$ cat config.mk
export PLATFORM = sky130hd
export DESIGN_NAME = link_ctrl_channel_eq_regs
export DESIGN_NICKNAME = d
export VERILOG_FILES = /design/src/verilog/link_eq_regs_pkg.sv /design/src/verilog/link_ctrl_channel_eq_regs.sv
export SDC_FILE = /design/constraint.sdc
export NUM_CORES = 1
export LEC_CHECK = 0
export BUFFER_PORTS_ARGS = -buffer_cell sky130_fd_sc_hd__buf_4
export CAP_MARGIN = 20
export CORE_MARGIN = 1.5
export CORE_UTILIZATION = 30
export CTS_BUF_LIST = sky130_fd_sc_hd__clkbuf_16
export DETAILED_ROUTE_END_ITERATION = 7
export PLACE_DENSITY_LB_ADDON = 0.3
export SYNTH_ARGS = -nofsm -noshare
export SYNTH_HDL_FRONTEND = slang
export SYNTH_SLANG_ARGS = --single-unit
$ cat constraint.sdc
create_clock -name i_ref_clk -period 4.2 [get_ports i_ref_clk]
set_input_delay 0.42 -clock i_ref_clk [delete_from_list [all_inputs] [get_ports i_ref_clk]]
set_output_delay 0.42 -clock i_ref_clk [all_outputs]
set_load 0.01 [all_outputs]
$ cat src/verilog/link_eq_regs_pkg.sv
// Package: register map, field positions and reset values of the link and equalizer registers
// Assumes: an 8-bit register port with a byte-wide address
package link_eq_regs_pkg;

    // ==========================================================
    // Register offsets
    localparam logic [7:0] LINK_ERR_OFS   = 8'h41;
    localparam logic [7:0] FAST_CC_OFS    = 8'h43;
    localparam logic [7:0] EQ_MANUAL_OFS  = 8'h44;
    localparam logic [7:0] EQ_FLOOR_OFS   = 8'h45;
    localparam logic [7:0] PORT_SEL_OFS   = 8'h46;
    localparam logic [7:0] LINK_STAT_OFS  = 8'h47;
    localparam logic [7:0] IRQ_STAT_OFS   = 8'h48;
    localparam logic [7:0] IRQ_MASK_OFS   = 8'h4A;

    // ==========================================================
    // Field positions
    localparam int ERR_EN_BIT      = 4;
    localparam int MISO_MODE_BIT   = 4;
    localparam int SCK_POL_BIT     = 3;
    localparam int EQ_BYPASS_BIT   = 0;
    localparam int FLOOR_EN_BIT    = 1;
    localparam int IRQ_LOCK_LOST   = 0;
    localparam int IRQ_LOCK_GAINED = 1;
    localparam int IRQ_LINK_ERR    = 2;

    // ==========================================================
    // Reset values
    localparam logic [7:0] LINK_ERR_RST   = 8'h03;
    localparam logic [7:0] FAST_CC_RST    = 8'h00;
    localparam logic [7:0] EQ_MANUAL_RST  = 8'h60;
    localparam logic [7:0] EQ_FLOOR_RST   = 8'h80;

    // ==========================================================
    // Control channel modes
    typedef enum logic [2:0] {
        CC_FRAME_GPIO = 3'h0,
        CC_HS_GPIO1   = 3'h1,
        CC_HS_GPIO2   = 3'h2,
        CC_HS_GPIO4   = 3'h3,
        CC_RSVD4      = 3'h4,
        CC_RSVD5      = 3'h5,
        CC_FWD_SPI    = 3'h6,
        CC_REV_SPI    = 3'h7
    } cc_mode_t;

endpackage

$ cat src/verilog/link_ctrl_channel_eq_regs.sv
// Link error counting, fast control channel setup, and per-port equalizer settings
// Assumes: one clock (the pixel clock), error strobes and lock are synchronous to it
//
// Operation
// - Count link errors only while the count-enable bit 4 is one.
// - Threshold field bits 3:0 resets to 3; counter runs on the pixel clock.
// - Both clock channels and control payload channel monitored; lock drops at threshold.
// - With counting disabled, the first link error drops lock.
// - Reverse SPI: data out always driven if bit 4 low, else only while selected.
// - Polarity 0 drives on falling, samples rising; polarity 1 the reverse.
// - Decode three-bit control channel mode; codes 100 and 101 reserved.
// - Bypass bit 0 set disables adaptive equalization, clear runs it.
// - Manual six-bit setting is bits 7:5 above bits 3:1 of bypass register.
// - Second port select steers equalizer register writes to the second port.
// - Floor enabled by strap or register starts adaptation from floor bits 3:0.
//
// The strobed register port was left to the implementer.
`timescale 1ns/1ns
`default_nettype none

module link_ctrl_channel_eq_regs #(
    parameter int NUM_PORTS = 2
) (
    input  wire logic                 i_ref_clk,
    input  wire logic                 i_rst_n,
    input  wire logic                 i_ce,
    input  wire logic [7:0]           i_addr,
    input  wire logic [7:0]           i_wdata,
    input  wire logic                 i_wr,
    input  wire logic                 i_rd,
    output logic      [7:0]           o_rdata,
    output logic                      o_irq,
    input  wire logic                 i_err_clk0,
    input  wire logic                 i_err_clk1,
    input  wire logic                 i_err_payload,
    input  wire logic                 i_lock_acquire,
    output logic                      o_lock,
    input  wire logic                 i_spi_ss_n,
    output logic                      o_spi_miso_oe_n,
    output logic                      o_sck_polarity_select,
    output logic      [2:0]           o_fast_ctrl_channel_mode,
    output logic                      o_mode_rsvd,
    output logic                      o_hs_gpio,
    output logic      [2:0]           o_hs_gpio_count,
    output logic                      o_fwd_spi,
    output logic                      o_rev_spi,
    input  wire logic                 i_floor_strap,
    output logic      [NUM_PORTS-1:0] o_adapt_en,
    output logic      [NUM_PORTS*6-1:0] o_eq_manual,
    output logic      [NUM_PORTS-1:0] o_floor_en,
    output logic      [NUM_PORTS*4-1:0] o_eq_floor
);

    // ==========================================================
    // Register storage
    logic [7:0] link_err_q;
    logic [7:0] fast_cc_q;
    logic [7:0] eq_man_q   [NUM_PORTS];
    logic [7:0] eq_floor_q [NUM_PORTS];
    logic       port_sel_q;
    logic [1:0] floor_reg_q;
    logic [3:0] err_cnt_q;
    logic [3:0] err_cnt_d;
    logic       lock_q;
    logic       lock_d;
    logic [2:0] irq_stat_q;
    logic [2:0] irq_mask_q;
    logic [2:0] irq_ev;

    // ==========================================================
    // Address decode
    wire        wr_link  = i_ce && i_wr && (i_addr == link_eq_regs_pkg::LINK_ERR_OFS);
    wire        wr_cc    = i_ce && i_wr && (i_addr == link_eq_regs_pkg::FAST_CC_OFS);
    wire        wr_man   = i_ce && i_wr && (i_addr == link_eq_regs_pkg::EQ_MANUAL_OFS);
    wire        wr_flr   = i_ce && i_wr && (i_addr == link_eq_regs_pkg::EQ_FLOOR_OFS);
    wire        wr_psel  = i_ce && i_wr && (i_addr == link_eq_regs_pkg::PORT_SEL_OFS);
    wire        wr_istat = i_ce && i_wr && (i_addr == link_eq_regs_pkg::IRQ_STAT_OFS);
    wire        wr_imask = i_ce && i_wr && (i_addr == link_eq_regs_pkg::IRQ_MASK_OFS);
    wire        port_idx = port_sel_q;
    wire [7:0]  rd_mux   =
        (i_addr == link_eq_regs_pkg::LINK_ERR_OFS)  ? link_err_q :
        (i_addr == link_eq_regs_pkg::FAST_CC_OFS)   ? fast_cc_q :
        (i_addr == link_eq_regs_pkg::EQ_MANUAL_OFS) ? eq_man_q[port_idx] :
        (i_addr == link_eq_regs_pkg::EQ_FLOOR_OFS)  ? eq_floor_q[port_idx] :
        (i_addr == link_eq_regs_pkg::PORT_SEL_OFS)  ? {5'h00, floor_reg_q, port_sel_q} :
        (i_addr == link_eq_regs_pkg::LINK_STAT_OFS) ? {3'h0, lock_q, err_cnt_q} :
        (i_addr == link_eq_regs_pkg::IRQ_STAT_OFS)  ? {5'h00, irq_stat_q} :
        (i_addr == link_eq_regs_pkg::IRQ_MASK_OFS)  ? {5'h00, irq_mask_q} : 8'h00;

    // ==========================================================
    // Error counting and lock
    // three monitored channels
    wire        any_err   = i_err_clk0 | i_err_clk1 | i_err_payload;
    wire        cnt_en    = link_err_q[link_eq_regs_pkg::ERR_EN_BIT];
    wire [3:0]  threshold = link_err_q[3:0];
    wire [3:0]  cnt_inc   = err_cnt_q + 4'h1;
    // threshold compare; zero threshold treated like one
    wire        cnt_trip  = cnt_en && any_err && (cnt_inc >= threshold);
    wire        drop      = lock_q && any_err && (!cnt_en || cnt_trip);
    wire        gain      = !lock_q && i_lock_acquire;

    always_comb begin
        err_cnt_d = err_cnt_q;
        lock_d    = lock_q;
        if (gain) begin
            err_cnt_d = 4'h0;
            lock_d    = 1'b1;
        end else if (drop) begin
            lock_d    = 1'b0;
            if (cnt_en) begin
                err_cnt_d = cnt_inc;
            end
        end else if (lock_q && any_err && cnt_en && cnt_inc != 4'h0) begin
            err_cnt_d = cnt_inc;
        end
    end

    assign irq_ev = {lock_q && any_err, gain, drop};

    // ==========================================================
    // Clocked state
    // threshold reset and pixel clock counter
    always_ff @(posedge i_ref_clk) begin
        if (!i_rst_n) begin
            link_err_q  <= link_eq_regs_pkg::LINK_ERR_RST;
            fast_cc_q   <= link_eq_regs_pkg::FAST_CC_RST;
            port_sel_q  <= 1'b0;
            floor_reg_q <= 2'h0;
            err_cnt_q   <= 4'h0;
            lock_q      <= 1'b0;
            irq_stat_q  <= 3'h0;
            irq_mask_q  <= 3'h0;
            o_rdata     <= 8'h00;
            o_irq       <= 1'b0;
        end else if (i_ce) begin
            if (wr_link) link_err_q <= i_wdata;
            if (wr_cc) fast_cc_q <= i_wdata;
            if (wr_psel) begin
                port_sel_q  <= i_wdata[0];
                floor_reg_q <= i_wdata[2:1];
            end
            if (wr_imask) irq_mask_q <= i_wdata[2:0];
            // Set wins over write-one clear
            irq_stat_q <= (irq_stat_q & ~(wr_istat ? i_wdata[2:0] : 3'h0)) | irq_ev;
            err_cnt_q  <= err_cnt_d;
            lock_q     <= lock_d;
            o_rdata    <= i_rd ? rd_mux : 8'h00;
            o_irq      <= |(irq_stat_q & irq_mask_q);
        end
    end

    // ==========================================================
    // Per-port equalizer registers
    for (genvar p = 0; p < NUM_PORTS; p++) begin : g_port
        wire sel = (port_idx == 1'(p));
        always_ff @(posedge i_ref_clk) begin
            if (!i_rst_n) begin
                eq_man_q[p]   <= link_eq_regs_pkg::EQ_MANUAL_RST;
                eq_floor_q[p] <= link_eq_regs_pkg::EQ_FLOOR_RST;
                o_adapt_en[p] <= !link_eq_regs_pkg::EQ_MANUAL_RST[link_eq_regs_pkg::EQ_BYPASS_BIT];
                o_eq_manual[p*6 +: 6] <= {link_eq_regs_pkg::EQ_MANUAL_RST[7:5],
                                          link_eq_regs_pkg::EQ_MANUAL_RST[3:1]};
                o_floor_en[p] <= 1'b0;
                o_eq_floor[p*4 +: 4] <= link_eq_regs_pkg::EQ_FLOOR_RST[3:0];
            end else if (i_ce) begin
                if (wr_man && sel) eq_man_q[p] <= i_wdata;
                if (wr_flr && sel) eq_floor_q[p] <= i_wdata;
                o_adapt_en[p] <= !eq_man_q[p][link_eq_regs_pkg::EQ_BYPASS_BIT];
                o_eq_manual[p*6 +: 6] <= {eq_man_q[p][7:5], eq_man_q[p][3:1]};
                o_floor_en[p] <= i_floor_strap | floor_reg_q[p];
                o_eq_floor[p*4 +: 4] <= eq_floor_q[p][3:0];
            end
        end
    end

    // ==========================================================
    // Control channel mode decode
    wire [2:0] mode = fast_cc_q[2:0];
    wire       miso_off = (mode == link_eq_regs_pkg::CC_REV_SPI) &&
                          fast_cc_q[link_eq_regs_pkg::MISO_MODE_BIT] && i_spi_ss_n;

    always_ff @(posedge i_ref_clk) begin
        if (!i_rst_n) begin
            o_fast_ctrl_channel_mode <= 3'h0;
            o_mode_rsvd              <= 1'b0;
            o_hs_gpio                <= 1'b0;
            o_hs_gpio_count          <= 3'h0;
            o_fwd_spi                <= 1'b0;
            o_rev_spi                <= 1'b0;
            o_spi_miso_oe_n          <= 1'b0;
            o_sck_polarity_select    <= 1'b0;
            o_lock                   <= 1'b0;
        end else if (i_ce) begin
            o_fast_ctrl_channel_mode <= mode;
            o_mode_rsvd <= (mode == link_eq_regs_pkg::CC_RSVD4) ||
                           (mode == link_eq_regs_pkg::CC_RSVD5);
            o_hs_gpio   <= (mode != 3'h0) && !mode[2];
            o_hs_gpio_count <= (mode == link_eq_regs_pkg::CC_HS_GPIO1) ? 3'h1 :
                               (mode == link_eq_regs_pkg::CC_HS_GPIO2) ? 3'h2 :
                               (mode == link_eq_regs_pkg::CC_HS_GPIO4) ? 3'h4 : 3'h0;
            o_fwd_spi   <= (mode == link_eq_regs_pkg::CC_FWD_SPI);
            o_rev_spi   <= (mode == link_eq_regs_pkg::CC_REV_SPI);
            o_spi_miso_oe_n <= miso_off;
            o_sck_polarity_select <= fast_cc_q[link_eq_regs_pkg::SCK_POL_BIT];
            o_lock      <= lock_d;
        end
    end
endmodule

`default_nettype wire

==> results_dict.tcl, run 1 <==
set metrics [dict create \
    result_of_the_run "complete, no violations" \
    share_comb_of_total_power_pct 7.6 \
    finalHoldViolations 0 \
    cts_hold_repair.buffers 0 \
    die_height_um 132.0 \
    cts-resized-gates 0 \
    n_antenna_cell 0 \
    globalplace.congestion 0.8082 \
    globalRouteOverflowTotal 0 \
    crit_path_start_kind "input port" \
    arrival_ns 2.59 \
    setup_repair_after_global_routing_missed_its_margin "no" \
    final.period_utilization_pct 56.30 \
    ctsRootBufferMaster "clkbuf_16" \
    post_route_cells_drive_above_1_share_pct 18.25 \
    timing.fmax_ghz 0.4229 \
    netlist_area_um2 4989 \
    synth.yosys.warnings 0 \
    stdcell_area_um2 5978 \
    avgRoutedWirePerCell_um 16.79 \
    cts_max_path_buffers 2 \
    synth-async-reset-ratio_pct 0 \
    max_slew.worst_pin.slew_ns 0.9870 \
    die_area_um2 17410 \
    final-max-slew-violation-count 0 \
    totalPowerFinal_w 0.002131 \
    final_nets 586 \
    cts_tree "done" \
    flow.area_growth_from_synthesis_pct 19.84 \
    maxCapViolations 0 \
    p_leak_nw 2.203 \
    grt_first_pass_wirelength_um 20630 \
    synth-seq-area-share_pct 49.76 \
    critical_path_rt_ns 4.43 \
    initial_core_utilization_pct 31.07 \
    power.density_nw_per_um2 356.4 \
    num_vias 3825 \
    intPower_w 0.001627 \
    grt_antenna_before_repair 0 \
    finalWorstPathRequiredPeriod_ns 2.365 \
    cts-htree-levels 3 \
    synth-edff-count 32 \
    ios 73 \
    finalCoreUtilization_pct 37.23 \
    timing.final.setup_violations 0 \
    route.detailed.vias_per_inst 4.935 \
    switchingPower_w 0.0005036 \
    average_instance_area_after_synthesis_um2 9.977 \
    via_count_of_the_first_global_routing_pass 3677 \
    clock_latency_ns 0.36 \
    postSynthNetCount 532 \
    power.switching_fraction_pct 23.63 \
    worst-setup-path-type "in -> reg" \
    timing.critical_path.to_type "flop" \
    synthesis_stage_register_bit_count 108 \
    drc 0 \
    clk_transition_reported_paths_ns 0.07 \
    fp-row-count 46 \
    buffer_ports.inserted 72 \
    most_instantiated_flip_flop_cell_in_the_synthesis_netlist "dfxtp_1" \
    core_region_area_um2 16060 \
    pwr-share-clk_pct 40.2 \
    synth_cell_types 60 \
    skew_ns 0.008170 \
    critical_path.max_fanout 8 \
    routed_wirelength_um 13010 \
    placedInstanceArea_um2 5685 \
    max-vdd-ir-drop_v 0.0002107 \
    setup_tns_ns 0 \
    ant_nets 0 \
    postSynthCellCount 500 \
    power.share.sequential_pct 52.2 \
    grt_use_total_pct 15.28 \
    class_of_the_tightest_hold_or_removal_check "in -> reg" \
    post-cts-setup-buffer-count 0 \
    detailedPlacementHpwl_um 9144 \
    clock_sinks 108 \
    placed_cells 759 \
    worst_slew_margin_rel_pct 33.27 \
    drt_first_pass_iters 4 \
    final-instance-count-excl-fill 775 \
    grt_max_degree 82 \
    detail_route.iter0.violations 227 \
    cts_inserted_buffers 9 \
    die_w_um 132.0 \
]
metal layers:
metal | track usage, % | vias to the layer above | part of all wire, %
met5 | 0 | - | 0
li1 | - | 1878 | -
met4 | 5.802 | 0 | 1.6
met3 | 3.037 | 15 | 4.9
met2 | 23.76 | 114 | 45
met1 | 20.93 | 1818 | 48
final timing paths:
check                start             to  slack [ns]  depth (start not counted)
max              i_addr[5]   fast_cc_q[3]        1.84                          6
min          i_floor_strap  o_floor_en[1]        0.33                          3
max reg2reg   err_cnt_q[1]   err_cnt_q[0]        1.96                          7
min reg2reg  link_err_q[7]  link_err_q[7]        0.46                          2
worst max-delay path, cell delays in order:
cell,delay (ns)
buf_4,0.11
or4b_1,0.71
nor3_2,0.59
nand4_1,0.47
nand2_1,0.18
a21boi_0,0.11
power groups by stage:
stage / logic (W) / clock network, W / registers (W)
global placement: 0.000161 / 0 / 0.00114
detailed placement: 0.000164 / 0 / 0.00114
CTS: 0.000164 / 0.000873 / 0.00111
finish: 0.000162 / 0.000856 / 0.00111
floorplan: 0.0000859 / 0 / 0.00114
global route: 0.000176 / 0.000911 / 0.00112
metrics by stage:
step                      hold WS (ns)  setup slack, ns
after floorplan                 0.4272            1.647
after global placement          0.4379            1.620
after detailed placement        0.4514            1.519
after CTS                       0.3286            1.895
after global routing            0.3642            1.670
final                           0.3343            1.835
cell usage after synthesis (all sizes together), types with 7 or more instances:
library cell	instances	area share (%)
a21boi	24	3.6
a21oi	9	0.90
and2	29	3.6
clkbuf	28	2.1
dfxtp	76	30
edfxtp	32	19
inv	8	0.60
mux2i	40	8.0
nand2	62	4.7
nand2b	10	1.3
nand3	9	0.90
nor2	20	1.7
nor2b	34	4.3
nor3	8	0.90
o21a	7	1.1
o21ai	24	2.4
or3	9	1.1
kinds of logic (layout without fill, tap and decap cells):
group,count (synthesis),count (layout),share of synthesized area (%)
AO/OA/AOI/OAI,92,92,12.59
adder cells (fa/ha/maj),5,5,1.254
buffers and inverters,40,99,3.336
AND/OR/NAND/NOR,205,205,22.25
XOR/XNOR,3,3,0.5268
multiplexers,47,47,10.28
flip-flops,108,108,49.76
state kept, by name, indices dropped and copies added (netlist names), 3 cells and up, named ones only:
signal / cells
o_eq_floor: 8
o_eq_manual: 12
eq_man_q: 16
o_hs_gpio_count: 3
o_rdata: 8
eq_floor_q: 16
link_err_q: 8
err_cnt_q: 4
irq_mask_q: 3
fast_cc_q: 8
irq_stat_q: 3
o_fast_ctrl_channel_mode: 3
cell type report:
class                   instances  area, um2
flip-flops and latches        108       2482
inverters                       8      30.03
clock inverters                 7      67.56
clock buffers                   9      225.2
repair buffers                 75      563.0
well taps                     216      270.3
multi-input cells             352       2340
fillers                      1564      10080
cells in the final DEF, fill, tap and decap left out, types with 2 or more instances in the layout:
cell        count
a21boi_0       16
a21boi_1        8
a21o_1          2
a21oi_1         9
a221oi_1        3
a22o_1          2
a22oi_1         3
a31oi_1         3
and2_1         29
and3_1          2
buf_4          75
clkbuf_16       9
clkinv_2        2
clkinvlp_4      2
dfxtp_1        76
edfxtp_1       32
ha_1            5
inv_1           8
mux2_2          4
mux2i_1        40
mux4_2          3
nand2_1        62
nand2b_1       10
nand3_1         9
nand3b_1        5
nand4_1         4
nand4b_1        2
nor2_1         19
nor2b_1        34
nor3_1          7
nor3b_1         2
nor4b_1         2
nor4bb_1        2
o21a_1          7
o21ai_0        24
or3_1           9
xor2_1          2
Power figures use the tool's default switching activity.
==> inputs of run 2 (changes only) <==
--- a/config.mk
+++ b/config.mk
@@ -5,6 +5,7 @@
 export SDC_FILE = /design/constraint.sdc
 export NUM_CORES = 1
 export LEC_CHECK = 0
+export ABC_AREA = 1
 export BUFFER_PORTS_ARGS = -buffer_cell sky130_fd_sc_hd__buf_4
 export CAP_MARGIN = 20
 export CORE_MARGIN = 1.5
==> constraint.sdc (replaced) <==
create_clock -name i_ref_clk -period 2 [get_ports i_ref_clk]
set_input_delay 0.2 -clock i_ref_clk [delete_from_list [all_inputs] [get_ports i_ref_clk]]
set_output_delay 0.2 -clock i_ref_clk [all_outputs]
set_load 0.01 [all_outputs]
==> run 2 against run 1 <==
  * Final area fell by 0.98%
  * Clock skew rose by 0.00066 ns
  * Sequential power rose by 110%
  * First-iteration DRC count rose by 21%
==> results_dict.tcl, run 2 <==
set metrics [dict create \
    globalRouteOverflowTotal 0 \
    cts_tree "done" \
    delay_of_the_slowest_cell_on_the_worst_path_ns 0.35 \
    die_area_um2 16900 \
    most_instantiated_flip_flop_cell_in_the_synthesis_netlist "dfxtp_1" \
    detailedPlacementHpwl_um 9677 \
    grt_first_pass_wirelength_um 20430 \
    die_w_um 130.0 \
    grt_max_degree 34 \
    synth_area_leaders "dfxtp_1 31%, edfxtp_1 20%, nand2_1 9.1%" \
    synth-edff-count 32 \
    timing.fmax_ghz 0.5547 \
    post_route_cells_drive_above_1_share_pct 19.10 \
    result_of_the_run "complete, no violations" \
    rr_worst_depth 14 \
    avgRoutedWirePerCell_um 14.33 \
    final.period_utilization_pct 90.14 \
    postSynthNetCount 641 \
    power.density_nw_per_um2 763.8 \
    worst-setup-path-type "reg -> reg" \
    final-max-slew-violation-count 0 \
    ys_top_cells_by_count "117 x nand2_1, 96 x nor2_1, 76 x dfxtp_1" \
    cts_hold_repair.buffers 0 \
    ant_nets 0 \
    max_slew.worst_pin.slew_ns 0.4764 \
    maxCapViolations 0 \
    critical_path.max_fanout 8 \
    critical_path_rt_ns 2.25 \
    synth-seq-area-share_pct 51.29 \
    setup_tns_ns 0 \
    crit_path_start_kind "flop" \
    cts_max_path_buffers 2 \
    via_count_of_the_first_global_routing_pass 3879 \
    ios 73 \
    synth_cell_types 37 \
    cts_inserted_buffers 9 \
    final_cell_mix "117 x nand2_1, 96 x nor2_1, 85 x buf_4" \
    globalplace.congestion 0.8173 \
    worst_slew_margin_rel_pct 68.20 \
    timing.critical_path.to_type "flop" \
    netlist_area_um2 4840 \
    postSynthCellCount 609 \
    final_nets 714 \
    yosys.area.top_type "dfxtp_1" \
    largest_registers "eq_floor_q: 16 flops, eq_man_q: 16 flops, o_eq_manual: 12 flops" \
    synth.yosys.warnings 0 \
    synthesis_stage_register_bit_count 108 \
    critical-path-slowest-cell "dfxtp_2" \
    timing.critical_path.cells "ha_1 -> ha_1 -> nand2_1 -> nand2_1 -> nand2_1 -> nand2_1 -> nand2_1 -> nand3_1 -> nand2_1 -> nand2_1 -> nand2_2 -> nand2_1 -> nand2_1 -> nor2_1" \
    max-vdd-ir-drop_v 0.0004485 \
    buffer_ports.inserted 72 \
    average_instance_area_after_synthesis_um2 7.947 \
    num_vias 4157 \
    drt_first_pass_iters 4 \
    synth-async-reset-ratio_pct 0 \
    timing.hold.worst_path_depth 3 \
    grt_use_total_pct 15.88 \
    synth_top_cell_area_share_pct 31.44 \
    n_antenna_cell 0 \
    class_of_the_tightest_hold_or_removal_check "in -> reg" \
    clk_transition_reported_paths_ns 0.07 \
    die_height_um 130.0 \
    setup_repair_after_global_routing_missed_its_margin "no" \
    timing.final.setup_violations 0 \
    initial_core_utilization_pct 30.58 \
    ctsRootBufferMaster "clkbuf_16" \
    final_common_cell "nand2_1" \
    arrival_ns 2.05 \
    grt_antenna_before_repair 0 \
    routed_wirelength_um 12930 \
    clock_sinks 108 \
    finalWorstPathRequiredPeriod_ns 1.803 \
    finalHoldViolations 0 \
    clock_latency_ns 0.36 \
    p_leak_nw 2.524 \
    core_region_area_um2 15830 \
    detail_route.iter0.violations 275 \
    cts-htree-levels 3 \
    fp-row-count 46 \
    drc 0 \
    flow.area_growth_from_synthesis_pct 22.31 \
    critical_path.most_common_cell "nand2_1" \
    yosysMostFrequentCell "nand2_1" \
    skew_ns 0.008830 \
    finalCoreUtilization_pct 37.40 \
    route.detailed.vias_per_inst 4.609 \
]
-- run 2: critical path: cells and delay by family (launching register included) --
family	cells	cell delay, ns
adders and majority gates	2	0.59
DFF	1	0.35
and+or+nand+nor	12	0.75
-- run 2: final timing paths --
path             startpoint              to  slack, ns
max            err_cnt_q[0]    err_cnt_q[1]       0.20
min reg2reg  o_eq_manual[4]  o_eq_manual[4]       0.46
min              i_wdata[1]   link_err_q[1]       0.12
max reg2reg    err_cnt_q[0]    err_cnt_q[1]       0.20
-- run 2: cell type report --
type,count,area (um2)
tap,216,270.3
multi-input combinational,405,1969
clock buffer,9,225.2
clock inverter,6,57.56
fill,1644,9908
inverter,73,275.3
timing repair buffer,85,638.1
sequential,108,2484
-- run 2: per-stage QoR --
step | power [W] | area [um2] | worst slack (ns) | hold slack, ns | std cells
after floorplan | 0.002622 | 4840 | 0.2487 | 0.3264 | 609
after global placement | 0.002806 | 5628 | 0.2164 | 0.4473 | 887
after detailed placement | 0.002811 | 5628 | 0.1199 | 0.4491 | 887
after CTS | 0.004556 | 5911 | 0.1122 | 0.1178 | 902
after global routing | 0.004690 | 5919 | 0.02844 | 0.1516 | 902
final | 0.004521 | 5919 | 0.1972 | 0.1163 | 902
-- run 2: cells by family after synthesis --
logic type | after synthesis | share of synthesized area [%]
xor gates and xnor gates | 2 | 0.3620
and+or+nand+nor | 267 | 24.12
AOI/OAI and AO/OA | 130 | 14.56
DFF | 108 | 51.29
adders and majority gates | 5 | 1.293
buffers and inverters | 96 | 8.169
muxes | 1 | 0.2068
-- run 2: routing by layer --
metal / GRT usage (%) / part of all wire [%] / vias to the layer above
li1: - / - / 2132
met2: 25.80 / 48 / 76
met4: 5.294 / 0.83 / 0
met1: 21.59 / 47 / 1941
met3: 2.542 / 4.2 / 8
met5: 0 / 0 / -
-- run 2: power breakdown --
part / internal, W / switching (W)
Sequential: 0.00231 / 0.0000413
Clock: 0.000954 / 0.000807
Combinational: 0.000158 / 0.000246
-- run 2: what timing repair did --
action                                  in CTS  in global routing
resized for setup                            0                  2
buffers inserted                             0                  0
endpoints found under the setup margin       0                  4
